File: config.mk
export PLATFORM = sky130hd
export DESIGN_NAME = shared_input_port_sampler
export DESIGN_NICKNAME = d
export VERILOG_FILES = /design/src/pkg/input_port_pkg.sv /design/src/hw/input_filter.sv /design/src/hw/function_router.sv /design/src/hw/shared_input_port_sampler.sv
export SDC_FILE = /design/constraint.sdc
export NUM_CORES = 1
export LEC_CHECK = 0
export BUFFER_PORTS_ARGS = -buffer_cell sky130_fd_sc_hd__buf_2
export CORE_ASPECT_RATIO = 0.5
export CORE_MARGIN = 3
export CORE_UTILIZATION = 50
export DETAILED_ROUTE_END_ITERATION = 10
export GPL_TIMING_DRIVEN = 1
export PLACE_DENSITY = 0.8
export SLEW_MARGIN = 40
export SYNTH_ARGS = -nofsm -noshare
export SYNTH_HDL_FRONTEND = slang
export SYNTH_SLANG_ARGS = --single-unit
File: constraint.sdc
create_clock -name clock -period 5.64 [get_ports clock]
set_input_delay 1.692 -clock clock [delete_from_list [all_inputs] [get_ports clock]]
set_output_delay 1.692 -clock clock [all_outputs]
set_load 0.05 [all_outputs]
File: src/pkg/input_port_pkg.sv
// Purpose: Shared constants for the shared input port sampler.
// Assumes: Word index addressing, byte address is four times the index.
// Notes: Terminal k belongs to module k/10, bit k%10 of that module's word.
package input_port_pkg;

    // ========================================
    // Geometry
    localparam int NUM_TERMINALS = 20;
    localparam int TERMS_PER_MODULE = 10;
    localparam int WORD_WIDTH = 16;
    localparam int FUNC_WIDTH = 3;
    localparam int CODE_WIDTH = 3;
    localparam int CNT_WIDTH = 7;

    // ========================================
    // Register indices (byte address = index * 4)
    localparam logic [13:0] IDX_MODULE0_INPUT_WORD = 14'hb90;
    localparam logic [13:0] IDX_MODULE1_INPUT_WORD = 14'hb92;
    localparam logic [13:0] IDX_FILTER_CONFIG = 14'hb80;
    localparam logic [13:0] IDX_FUNCTION_SELECT0 = 14'hb81;
    localparam logic [13:0] IDX_FUNCTION_SELECT1 = 14'hb82;

    // ========================================
    // Field layout and reset values
    localparam int FILTER_CODE_LSB = 0;
    localparam logic [CODE_WIDTH-1:0] FILTER_CODE_RESET = 3'h5;
    localparam logic [31:0] FUNCTION_SELECT_RESET = 32'h0000_0000;

    // Terminal functions; codes above FUNC_ORIGIN leave the pin unused
    localparam logic [FUNC_WIDTH-1:0] FUNC_NORMAL = 3'h0;
    localparam logic [FUNC_WIDTH-1:0] FUNC_INTERRUPT = 3'h1;
    localparam logic [FUNC_WIDTH-1:0] FUNC_QUICK = 3'h2;
    localparam logic [FUNC_WIDTH-1:0] FUNC_COUNTER = 3'h3;
    localparam logic [FUNC_WIDTH-1:0] FUNC_ORIGIN = 3'h4;

    // ========================================
    // Timing: filter base step of 0.5 ms at 100 MHz
    localparam int CLOCK_PERIOD_NS = 10;
    localparam int FILTER_STEP_NS = 500000;
    localparam int FILTER_STEP_CYCLES = FILTER_STEP_NS / CLOCK_PERIOD_NS;

    // Code 0 no filter, code n gives 2^(n-1) steps: 0.5,1,2,4,8,16,32 ms
    function automatic logic [CNT_WIDTH-1:0] filter_steps(input logic [CODE_WIDTH-1:0] code);
        logic [CNT_WIDTH-1:0] one;
        one = 7'h01;
        if (code == 3'h0) begin
            filter_steps = 7'h00;
        end else begin
            filter_steps = one << (code - 3'h1);
        end
    endfunction : filter_steps

    // Byte-lane merge for 32-bit writes
    function automatic logic [31:0] lane_merge(input logic [31:0] old_v, input logic [31:0] new_v,
                                               input logic [3:0] sel);
        logic [31:0] res;
        res = old_v;
        for (int b = 0; b < 4; b++) begin
            if (sel[b]) begin
                res[b*8 +: 8] = new_v[b*8 +: 8];
            end
        end
        lane_merge = res;
    endfunction : lane_merge

endpackage : input_port_pkg

File: src/hw/input_filter.sv
// Purpose: Per-terminal ON/OFF input filter.
// Assumes: step_tick is a one-cycle pulse every filter step.
// Notes: Response time is steps-1 to steps step periods, the tick phase is free running.
`timescale 1ns/1ps
`default_nettype none

module input_filter
    import input_port_pkg::*;
(
    // Clock and reset
    input wire logic clock,
    input wire logic rstn,
    // Control
    input wire logic step_tick,
    input wire logic [CODE_WIDTH-1:0] filter_code,
    // Terminals
    input wire logic [NUM_TERMINALS-1:0] raw_level,
    output logic [NUM_TERMINALS-1:0] filtered_level
);

    // ========================================
    // State
    typedef struct packed {
        logic [NUM_TERMINALS-1:0][CNT_WIDTH-1:0] cnt;
        logic [NUM_TERMINALS-1:0] level;
    } filter_state_s;

    filter_state_s state_ff;
    filter_state_s nxt_state;
    logic [CNT_WIDTH-1:0] limit;

    assign limit = filter_steps(filter_code);

    // A change must persist for the whole constant, else the count restarts
    always_comb begin
        nxt_state = state_ff;
        for (int i = 0; i < NUM_TERMINALS; i++) begin
            if (limit == 7'h00) begin
                nxt_state.level[i] = raw_level[i];
                nxt_state.cnt[i] = 7'h00;
            end else if (raw_level[i] == state_ff.level[i]) begin
                nxt_state.cnt[i] = 7'h00;
            end else if (step_tick) begin
                if (state_ff.cnt[i] + 7'h01 >= limit) begin
                    nxt_state.level[i] = raw_level[i];
                    nxt_state.cnt[i] = 7'h00;
                end else begin
                    nxt_state.cnt[i] = state_ff.cnt[i] + 7'h01;
                end
            end
        end
    end

    always_ff @(posedge clock or negedge rstn) begin
        if (!rstn) begin
            state_ff <= '0;
        end else begin
            state_ff <= nxt_state;
        end
    end

    assign filtered_level = state_ff.level;

endmodule : input_filter

`default_nettype wire

File: src/hw/function_router.sv
// Purpose: Steers each filtered terminal to at most one function, none for codes above FUNC_ORIGIN.
// Assumes: Function codes come from the select registers.
// Notes: Purely combinational; the top registers the results.
`timescale 1ns/1ps
`default_nettype none

module function_router
    import input_port_pkg::*;
(
    // Filtered terminals and selection
    input wire logic [NUM_TERMINALS-1:0] level,
    input wire logic [NUM_TERMINALS-1:0][FUNC_WIDTH-1:0] func_sel,
    // Routed results
    output logic [NUM_TERMINALS-1:0] normal_mask,
    output logic [NUM_TERMINALS-1:0] interrupt_level,
    output logic [NUM_TERMINALS-1:0] quick_level,
    output logic [NUM_TERMINALS-1:0] counter_level,
    output logic [NUM_TERMINALS-1:0] origin_level
);

    // One code per terminal, so no two functions can claim the same pin
    always_comb begin
        normal_mask = '0;
        interrupt_level = '0;
        quick_level = '0;
        counter_level = '0;
        origin_level = '0;
        for (int i = 0; i < NUM_TERMINALS; i++) begin
            normal_mask[i] = (func_sel[i] == FUNC_NORMAL);
            interrupt_level[i] = level[i] & (func_sel[i] == FUNC_INTERRUPT);
            quick_level[i] = level[i] & (func_sel[i] == FUNC_QUICK);
            counter_level[i] = level[i] & (func_sel[i] == FUNC_COUNTER);
            origin_level[i] = level[i] & (func_sel[i] == FUNC_ORIGIN);
        end
    end

endmodule : function_router

`default_nettype wire

File: src/hw/shared_input_port_sampler.sv
// Purpose: Normal-input port of a pulse I/O expansion, two modules of ten terminals.
// Assumes: refresh_strobe marks each controller I/O refresh; pins synchronous to clock.
// Notes: Registers on classic Wishbone, 32-bit data, byte address = index * 4.
//
// Overview of operation
// - Each refresh stores every normal-input terminal level into its memory bit.
// - A configurable filter delays both ON and OFF changes before storage.
// - Filter defaults to 8 ms; choices none, 0.5, 1, 2, 4, 8, 16, 32 ms.
// - Module 0 fills bits 0-9 of word 2960, module 1 bits 0-9 of 2962.
// - Each terminal serves at most one function at any time; codes above 4 select none.
// - Module 0 terminal 2 as normal input drives no counter, quick, interrupt, origin.
`timescale 1ns/1ps
`default_nettype none

module shared_input_port_sampler
    import input_port_pkg::*;
#(
    parameter int STEP_CYCLES = FILTER_STEP_CYCLES
)
(
    // Clock and reset
    input wire logic clock,
    input wire logic rstn,
    // Wishbone slave
    input wire logic wb_cyc_i,
    input wire logic wb_stb_i,
    input wire logic wb_we_i,
    input wire logic [15:0] wb_adr_i,
    input wire logic [3:0] wb_sel_i,
    input wire logic [31:0] wb_dat_i,
    output logic [31:0] wb_dat_o,
    output logic wb_ack_o,
    // Controller refresh
    input wire logic refresh_strobe,
    // Field terminals, bit k is module k/10 terminal k%10
    input wire logic [NUM_TERMINALS-1:0] input_terminal,
    // Alternate-function levels
    output logic [NUM_TERMINALS-1:0] interrupt_input,
    output logic [NUM_TERMINALS-1:0] quick_response_input,
    output logic [NUM_TERMINALS-1:0] counter_input,
    output logic [NUM_TERMINALS-1:0] origin_search_input
);

    // ========================================
    // State
    typedef struct packed {
        logic [31:0] step_cnt;
        logic step_tick;
        logic [CODE_WIDTH-1:0] filter_code;
        logic [31:0] func_sel0;
        logic [31:0] func_sel1;
        logic [TERMS_PER_MODULE-1:0] module0_word;
        logic [TERMS_PER_MODULE-1:0] module1_word;
        logic [NUM_TERMINALS-1:0] intr;
        logic [NUM_TERMINALS-1:0] quick;
        logic [NUM_TERMINALS-1:0] count;
        logic [NUM_TERMINALS-1:0] origin;
        logic ack;
        logic [31:0] rdata;
    } port_state_s;

    port_state_s state_ff;
    port_state_s nxt_state;

    logic [NUM_TERMINALS-1:0] filtered;
    logic [NUM_TERMINALS-1:0][FUNC_WIDTH-1:0] func_sel;
    logic [NUM_TERMINALS-1:0] normal_mask;
    logic [NUM_TERMINALS-1:0] intr_lvl;
    logic [NUM_TERMINALS-1:0] quick_lvl;
    logic [NUM_TERMINALS-1:0] count_lvl;
    logic [NUM_TERMINALS-1:0] origin_lvl;
    logic [13:0] word_idx;
    logic bus_req;
    logic [31:0] step_last;

    assign word_idx = wb_adr_i[15:2];
    assign bus_req = wb_cyc_i & wb_stb_i & ~state_ff.ack;
    assign step_last = STEP_CYCLES - 1;

    // ========================================
    // Function selection, three bits per terminal
    always_comb begin
        for (int t = 0; t < TERMS_PER_MODULE; t++) begin
            func_sel[t] = state_ff.func_sel0[t*FUNC_WIDTH +: FUNC_WIDTH];
            func_sel[t+TERMS_PER_MODULE] = state_ff.func_sel1[t*FUNC_WIDTH +: FUNC_WIDTH];
        end
    end

    // ========================================
    // Filter and router
    input_filter u_filter (
        .clock(clock),
        .rstn(rstn),
        .step_tick(state_ff.step_tick),
        .filter_code(state_ff.filter_code),
        .raw_level(input_terminal),
        .filtered_level(filtered)
    );

    function_router u_router (
        .level(filtered),
        .func_sel(func_sel),
        .normal_mask(normal_mask),
        .interrupt_level(intr_lvl),
        .quick_level(quick_lvl),
        .counter_level(count_lvl),
        .origin_level(origin_lvl)
    );

    // ========================================
    // Next state
    always_comb begin
        nxt_state = state_ff;

        // Filter step divider, one-cycle enable
        nxt_state.step_tick = 1'b0;
        if (state_ff.step_cnt >= step_last) begin
            nxt_state.step_cnt = 32'h0000_0000;
            nxt_state.step_tick = 1'b1;
        end else begin
            nxt_state.step_cnt = state_ff.step_cnt + 32'h0000_0001;
        end

        // Alternate functions follow the filtered pin continuously
        nxt_state.intr = intr_lvl;
        nxt_state.quick = quick_lvl;
        nxt_state.count = count_lvl;
        nxt_state.origin = origin_lvl;

        // Refresh copies only normal-input terminals; others keep their bit
        if (refresh_strobe) begin
            for (int t = 0; t < TERMS_PER_MODULE; t++) begin
                if (normal_mask[t]) begin
                    nxt_state.module0_word[t] = filtered[t];
                end
                if (normal_mask[t+TERMS_PER_MODULE]) begin
                    nxt_state.module1_word[t] = filtered[t+TERMS_PER_MODULE];
                end
            end
        end

        // Wishbone: one wait state, ack drops the cycle after it rose
        nxt_state.ack = bus_req;
        if (bus_req) begin
            nxt_state.rdata = 32'h0000_0000;
            unique case (word_idx)
                IDX_MODULE0_INPUT_WORD: begin
                    nxt_state.rdata[TERMS_PER_MODULE-1:0] = state_ff.module0_word;
                end
                IDX_MODULE1_INPUT_WORD: begin
                    nxt_state.rdata[TERMS_PER_MODULE-1:0] = state_ff.module1_word;
                end
                IDX_FILTER_CONFIG: begin
                    nxt_state.rdata[FILTER_CODE_LSB +: CODE_WIDTH] = state_ff.filter_code;
                end
                IDX_FUNCTION_SELECT0: begin
                    nxt_state.rdata = state_ff.func_sel0;
                end
                IDX_FUNCTION_SELECT1: begin
                    nxt_state.rdata = state_ff.func_sel1;
                end
                default: begin
                    nxt_state.rdata = 32'h0000_0000;
                end
            endcase
            if (wb_we_i) begin
                unique case (word_idx)
                    IDX_FILTER_CONFIG: begin
                        if (wb_sel_i[0]) begin
                            nxt_state.filter_code = wb_dat_i[FILTER_CODE_LSB +: CODE_WIDTH];
                        end
                    end
                    IDX_FUNCTION_SELECT0: begin
                        nxt_state.func_sel0 = lane_merge(state_ff.func_sel0, wb_dat_i, wb_sel_i);
                    end
                    IDX_FUNCTION_SELECT1: begin
                        nxt_state.func_sel1 = lane_merge(state_ff.func_sel1, wb_dat_i, wb_sel_i);
                    end
                    default: begin
                        // Input words are read-only; unmapped writes are acked and dropped
                        nxt_state.filter_code = state_ff.filter_code;
                    end
                endcase
            end
        end
    end

    // ========================================
    // Registers
    always_ff @(posedge clock or negedge rstn) begin
        if (!rstn) begin
            state_ff <= '0;
            state_ff.filter_code <= FILTER_CODE_RESET;
            state_ff.func_sel0 <= FUNCTION_SELECT_RESET;
            state_ff.func_sel1 <= FUNCTION_SELECT_RESET;
        end else begin
            state_ff <= nxt_state;
        end
    end

    // ========================================
    // Outputs
    assign wb_ack_o = state_ff.ack;
    assign wb_dat_o = state_ff.rdata;
    assign interrupt_input = state_ff.intr;
    assign quick_response_input = state_ff.quick;
    assign counter_input = state_ff.count;
    assign origin_search_input = state_ff.origin;

endmodule : shared_input_port_sampler

`default_nettype wire

* Word level (Yosys, flattened, before mapping)
Index checks and enable logic that the tools add are counted.
** Storage, ports and cells
- Register bits :: 393
- Input bits :: 78
- Output and inout bits :: 113
- Word-level logic and storage cells :: 607
** Operators by class
- $add $sub $neg :: 22
- Order comparisons :: 21
- Equal/unequal tests :: 125
- Shift operators :: 1
- Mux-type cells :: 166
- Bitwise gates (word level) :: 83
- Reductions and logical operators :: 112
** Operators by type and width (count)
- two-way mux 7 bit :: 81
- adder 7 x 1 -> 7 bit, second input constant :: 20
- >= comparator 7 bit :: 20
- == test 3 x 2 -> 1 bit, second input constant :: 40
- bitwise AND 1 bit :: 82
- two-way mux 1 bit :: 81
- == test 14 x 12 -> 1 bit, second input constant :: 5
- logical NOT 3 bit :: 21
- == test 3 x 1 -> 1 bit, second input constant :: 20
- == test 3 bit, second input constant :: 20
- AND reduction 3 bit :: 20
- nonzero test 3 bit :: 20
- case mux 22 bit (2 select lines) :: 1
- nonzero test 2 bit :: 21
- AND reduction 2 bit :: 20
- AND reduction 4 bit :: 9
- adder 32 x 1 -> 32 bit, second input constant :: 1
- >= comparator 32 x 16 -> 1 bit, second input constant :: 1
- two-way mux 32 bit :: 1
- case mux 7 bit (4 select lines) :: 1
- inequality test 2 x 1 -> 1 bit, second input constant :: 12
- == test 1 bit :: 20
- inequality test 2 bit, second input constant :: 8
- case mux 3 bit (5 select lines) :: 1
- other kinds (4) :: 4

* Longest topological paths before layout
- Depth in word-level cells :: 8
- Gate-level depth with buffers :: 12
- Mapped depth without buffers :: 11

* Hierarchy
Synthesis repeated with hierarchy kept, for this count alone.
** Unflattened totals
- Cells, all modules :: 2165
- Area, all modules :: 23174.7 um^2
** By module, submodules not included
- input_filter :: times used 1, cells an instance 1389, area each 12764.7 um^2, sequential area each 4003.8 um^2
- shared_input_port_sampler :: times used 1, cells an instance 676, area each 9334.0 um^2, sequential area each 5833.1 um^2
- function_router :: times used 1, cells an instance 100, area each 1076.0 um^2, sequential area each 0.0 um^2

* Least setup slack after synthesis
Ideal clock, no wire load.
- Kind :: register to register
- From :: reg state_ff[197] (netlist name)
- To :: reg u_filter.state_ff, in the netlist u_filter.filtered_level[10]
- Arrival time :: 3860 ps
- Slack :: 1655 ps
- Stages on the path, launching flop included :: 11
- Path buffers :: 1
- Period minus slack after synthesis :: 3985 ps
- Cells stage by stage :: dfstp_2 > buf_4 > nor3b_1 > ha_1 > nor2b_1 > o21ai_0 > maj3_1 > a221oi_1 > nor3b_2 > o31ai_1 > mux2_2
** On the way
- Cells in the longest elaborated chain, start to end :: 6
- Elaborated cells between the ends (all ways) :: 11
** RTL lines
- subtractor 3 x 1 -> 3 bit :: line input_port_pkg.sv:49 : filter_steps = one << (code - 3'h1);
- << shifter 1 x 3 -> 7 bit :: line input_port_pkg.sv:49
- two-way mux 7 bit * :: line input_port_pkg.sv:46 : if (code == 3'h0) begin
- >= comparator 7 bit / logical NOT 7 bit (equally long branches) :: line input_filter.sv:44, input_filter.sv:38
- nonzero test 2 bit (no source line) / inequality test 2 x 1 -> 1 bit (equally long branches)
- AND reduction 3 bit (no source line)
- end signal: assignment :: line input_filter.sv:58 : state_ff <= nxt_state;
- end: declaration :: line input_filter.sv:28 : filter_state_s state_ff;
Mark *: on every way between the ends. The rest lies on a longest branch, timed or not.
A chain may end at the register's enable or synchronous reset.

* Worst setup path after layout
- From :: reg state_ff[197] (netlist name)
- To :: reg u_filter.state_ff, in the netlist u_filter.filtered_level[10]
** On the way
- Cells in the longest elaborated chain, start to end :: 6
- Elaborated cells between the ends (all ways) :: 11
** RTL lines (line)
- subtractor 3 x 1 -> 3 bit :: input_port_pkg.sv:49
- << shifter 1 x 3 -> 7 bit :: input_port_pkg.sv:49
- two-way mux 7 bit * :: input_port_pkg.sv:46
- >= comparator 7 bit / logical NOT 7 bit (equally long branches) :: input_filter.sv:44, input_filter.sv:38
- nonzero test 2 bit (no source line) / inequality test 2 x 1 -> 1 bit (equally long branches)
- AND reduction 3 bit (no source line)
Marks and branches as above.

==> impl_metrics.tcl <==
set metrics [dict create \
    outcome "finished, final reports clean" \
    post_cts.resized_instances 0 \
    p_leak_nw 11.49 \
    synthTopCellsByArea "dfrtp_1 46%, ha_1 7.1%, mux2_2 5.5%, buf_4 4.2%, nand2_1 4.1%" \
    drt_iter0_markers 1334 \
    startpoint "state_ff[197]" \
    drv_cap 0 \
    dr_total_vias 15721 \
    grt-ovfl-total 0 \
    synth_warnings 0 \
    ioPinCount 191 \
    netlist-cell-type-count 78 \
    fin_crit_sh_pct 66.92 \
    setup_slack_ps 1866 \
    htree_levels 2 \
    pre_cts_ws_ps 1579 \
    firstDrtPassIters 6 \
    synth_flop_cell "dfrtp_1" \
    netlist.area_leader.share_pct 46.04 \
    start_util_pct 51.60 \
    hold_class "flop to flop" \
    worst_ep_arrival_time_ps 4200 \
    slew_viol_final 0 \
    netlist_area_um2 21250 \
    power_density_nw_per_um2 240.8 \
    finalSetupViolCount 0 \
    max_clock_freq_ghz 0.2650 \
    drive_gt1_share_pct 18.85 \
    rows 52 \
    dp_hpwl_mm 35.05 \
    min_from "wb_dat_o[7]" \
    r2r_start "state_ff[197]" \
    cts_num_sinks 393 \
    ys_seq_elements 393 \
    place_congestion 0.8557 \
    p_total_mw 5.596 \
    io_buffers 188 \
    hold_ws_ps 478.7 \
    max_slew_margin_pct 46.33 \
    yosysTopAreaCell "dfrtp_1" \
    clockBufferDepth 3 \
    fin_area_um2 23240 \
    die_h_um 151.8 \
    synthCells 2029 \
    rsz0062_at_grt "no" \
    routed_wl_mm 50.95 \
    critPathLaunchType "flop" \
    fillers 3405 \
    critPathMaxStageDelay_ps 680 \
    cts_tree "built" \
    clk_latency_ps 550 \
    final.setup.tns_ps 0 \
    ys_seq_area_share_pct 46.29 \
    wire_per_inst_um 18.74 \
    required_ps 6070 \
    skew_ps 16.72 \
    core_area_um2 41180 \
    nNetsFinal 2317 \
    synthArstFlopShare_pct 100.0 \
    grt_max_degree 106 \
    drtAntennaViolNets 0 \
    die_w_um 297.6 \
    grt_pass1_vias 15330 \
    path_class "flop to flop" \
    dieArea_um2 45170 \
    post-cts-setup-buffers 0 \
    avgSynthCellArea_um2 10.47 \
    grt_pass1_wl_mm 80.76 \
    end_kind "flop" \
    slowest_stage "nor3b_4" \
    clk_pin_slew_worst_paths_ps 60 \
    numCtsBuffers 38 \
    track_usage_pct 22.23 \
    critPathMaxFanout 12 \
    holdBufCountCts 0 \
    drc_errors 0 \
    antenna_found_initial 10 \
    worst_pin_slew_ps 805.1 \
    clock-root-buffer "clkbuf_16" \
    viasPerCell 5.782 \
    fin_crit_ps 3774 \
    synth_edf_count 0 \
    irDropWorstVdd_mv 0.2256 \
    crit_chain "nor3b_4 > buf_4 > ha_1 > nor2b_1 > o21ai_0 > maj3_1 > a221oi_1 > nor3b_2 > o31ai_1 > mux2_2" \
    area_growth_pct 9.343 \
    postPlaceCellArea_um2 22020 \
    finalHoldViolations 0 \
]
[synth_stat cells, types with 11 or more instances]
| cell | instances |
|---|---|
| mux2_2 | 104 |
| a21o_1 | 20 |
| a31oi_1 | 12 |
| nand2b_1 | 51 |
| nand4_1 | 11 |
| a22o_1 | 41 |
| o21ai_0 | 110 |
| nor4bb_1 | 30 |
| inv_1 | 47 |
| nor4_1 | 11 |
| a221oi_1 | 16 |
| and4b_1 | 17 |
| or3_1 | 23 |
| xor2_1 | 64 |
| nand2_1 | 232 |
| buf_4 | 119 |
| maj3_1 | 11 |
| xnor2_1 | 48 |
| clkbuf_1 | 39 |
| nor3_1 | 45 |
| a21oi_1 | 44 |
| and3_1 | 19 |
| a22oi_1 | 16 |
| o31ai_1 | 13 |
| ha_1 | 121 |
| nor2b_1 | 19 |
| dfrtp_1 | 391 |
| and2_1 | 17 |
| nor4b_1 | 26 |
| nor2_1 | 106 |
| nand3_1 | 67 |
[where the power goes]
| part | switching [mW] | internal (mW) | total (mW) |
|---|---|---|---|
| combinational | 0.141 | 0.0692 | 0.210 |
| sequential | 0.0388 | 2.85 | 2.89 |
| clock | 1.10 | 1.39 | 2.49 |
| total | 1.28 | 4.31 | 5.60 |
[flip-flops by register name (all words and copies together), names as in the netlist]
signal and cells:
counter_input 20, func_sel 60, interrupt_input 20, origin_search_input 20, quick_response_input 20, state_ff 60
u_filter.filtered_level 20, u_filter.state_ff 140, wb_ack_o 1, wb_dat_o 32
[placed cells by master (no fill, tap or decap), types with 41 or more instances in the layout]
cell / n
nand3_1: 67
nor3_1: 44
ha_1: 121
buf_2: 187
a22o_1: 41
nand2_1: 232
a21oi_1: 44
nand2b_1: 51
xor2_1: 64
o21ai_0: 110
inv_1: 47
nor2_1: 106
dfrtp_1: 391
xnor2_1: 48
mux2_2: 104
[critical path: cells and delay by family (launching register included)]
family	cells	cell delay (ps)
AO/OA/AOI/OAI	3	680
adder cells (fa/ha/maj)	2	640
buffers and inverters	1	380
flip-flops	1	660
multiplexers	1	360
AND/OR/NAND/NOR	3	930
[cells by family after synthesis]
group           after synthesis  share of synthesized area (%)
simple gates                708                          17.92
flops                       393                          46.29
compound gates              354                          11.57
buf+inv                     220                          6.193
fa+ha+maj                   132                          7.642
xor+xnor                    112                          4.616
mux                         109                          5.752
other cells                   1                        0.01764
[area by class of cell]
class	instances	area, µm²	share of cell area (%)
antenna	9	22.52	0.09692
clock buffer	55	1126	4.846
clock inverter	10	72.57	0.3123
multi-input combinational	1431	10180	43.79
inverter	47	176.4	0.7592
tap	567	709.4	3.053
sequential	393	9837	42.33
timing repair buffer	207	1119	4.813
[metrics by stage]
step           std cells  util (%)
2_1_floorplan       2044         -
3_3_place_gp        2645     53.44
3_5_place_dp        2645     53.46
4_1_cts             2710     56.37
5_1_grt             2719     56.43
6_report            2719     56.43
[routing by layer]
layer | up-vias | track usage, % | part of all wire [%]
li1 | 7358 | - | -
met1 | 7781 | 28.75 | 43
met2 | 452 | 37.61 | 48
met3 | 130 | 3.303 | 5.3
met4 | 0 | 10.03 | 3.6
met5 | - | 0 | 0
[worst paths after layout]
kind / endpoint / slack [ps] / cells after the start
min: wb_dat_o[7] / 480 / 2
max in group asynchronous: wb_dat_o[30] / 3400 / 2
max reg2reg: u_filter.filtered_level[10] / 1870 / 10
min in group asynchronous: u_filter.state_ff[50] / 1140 / 1
max: u_filter.filtered_level[10] / 1870 / 10
min reg2reg: wb_dat_o[7] / 480 / 2
Note: power is estimated with default switching activity, not from simulation.
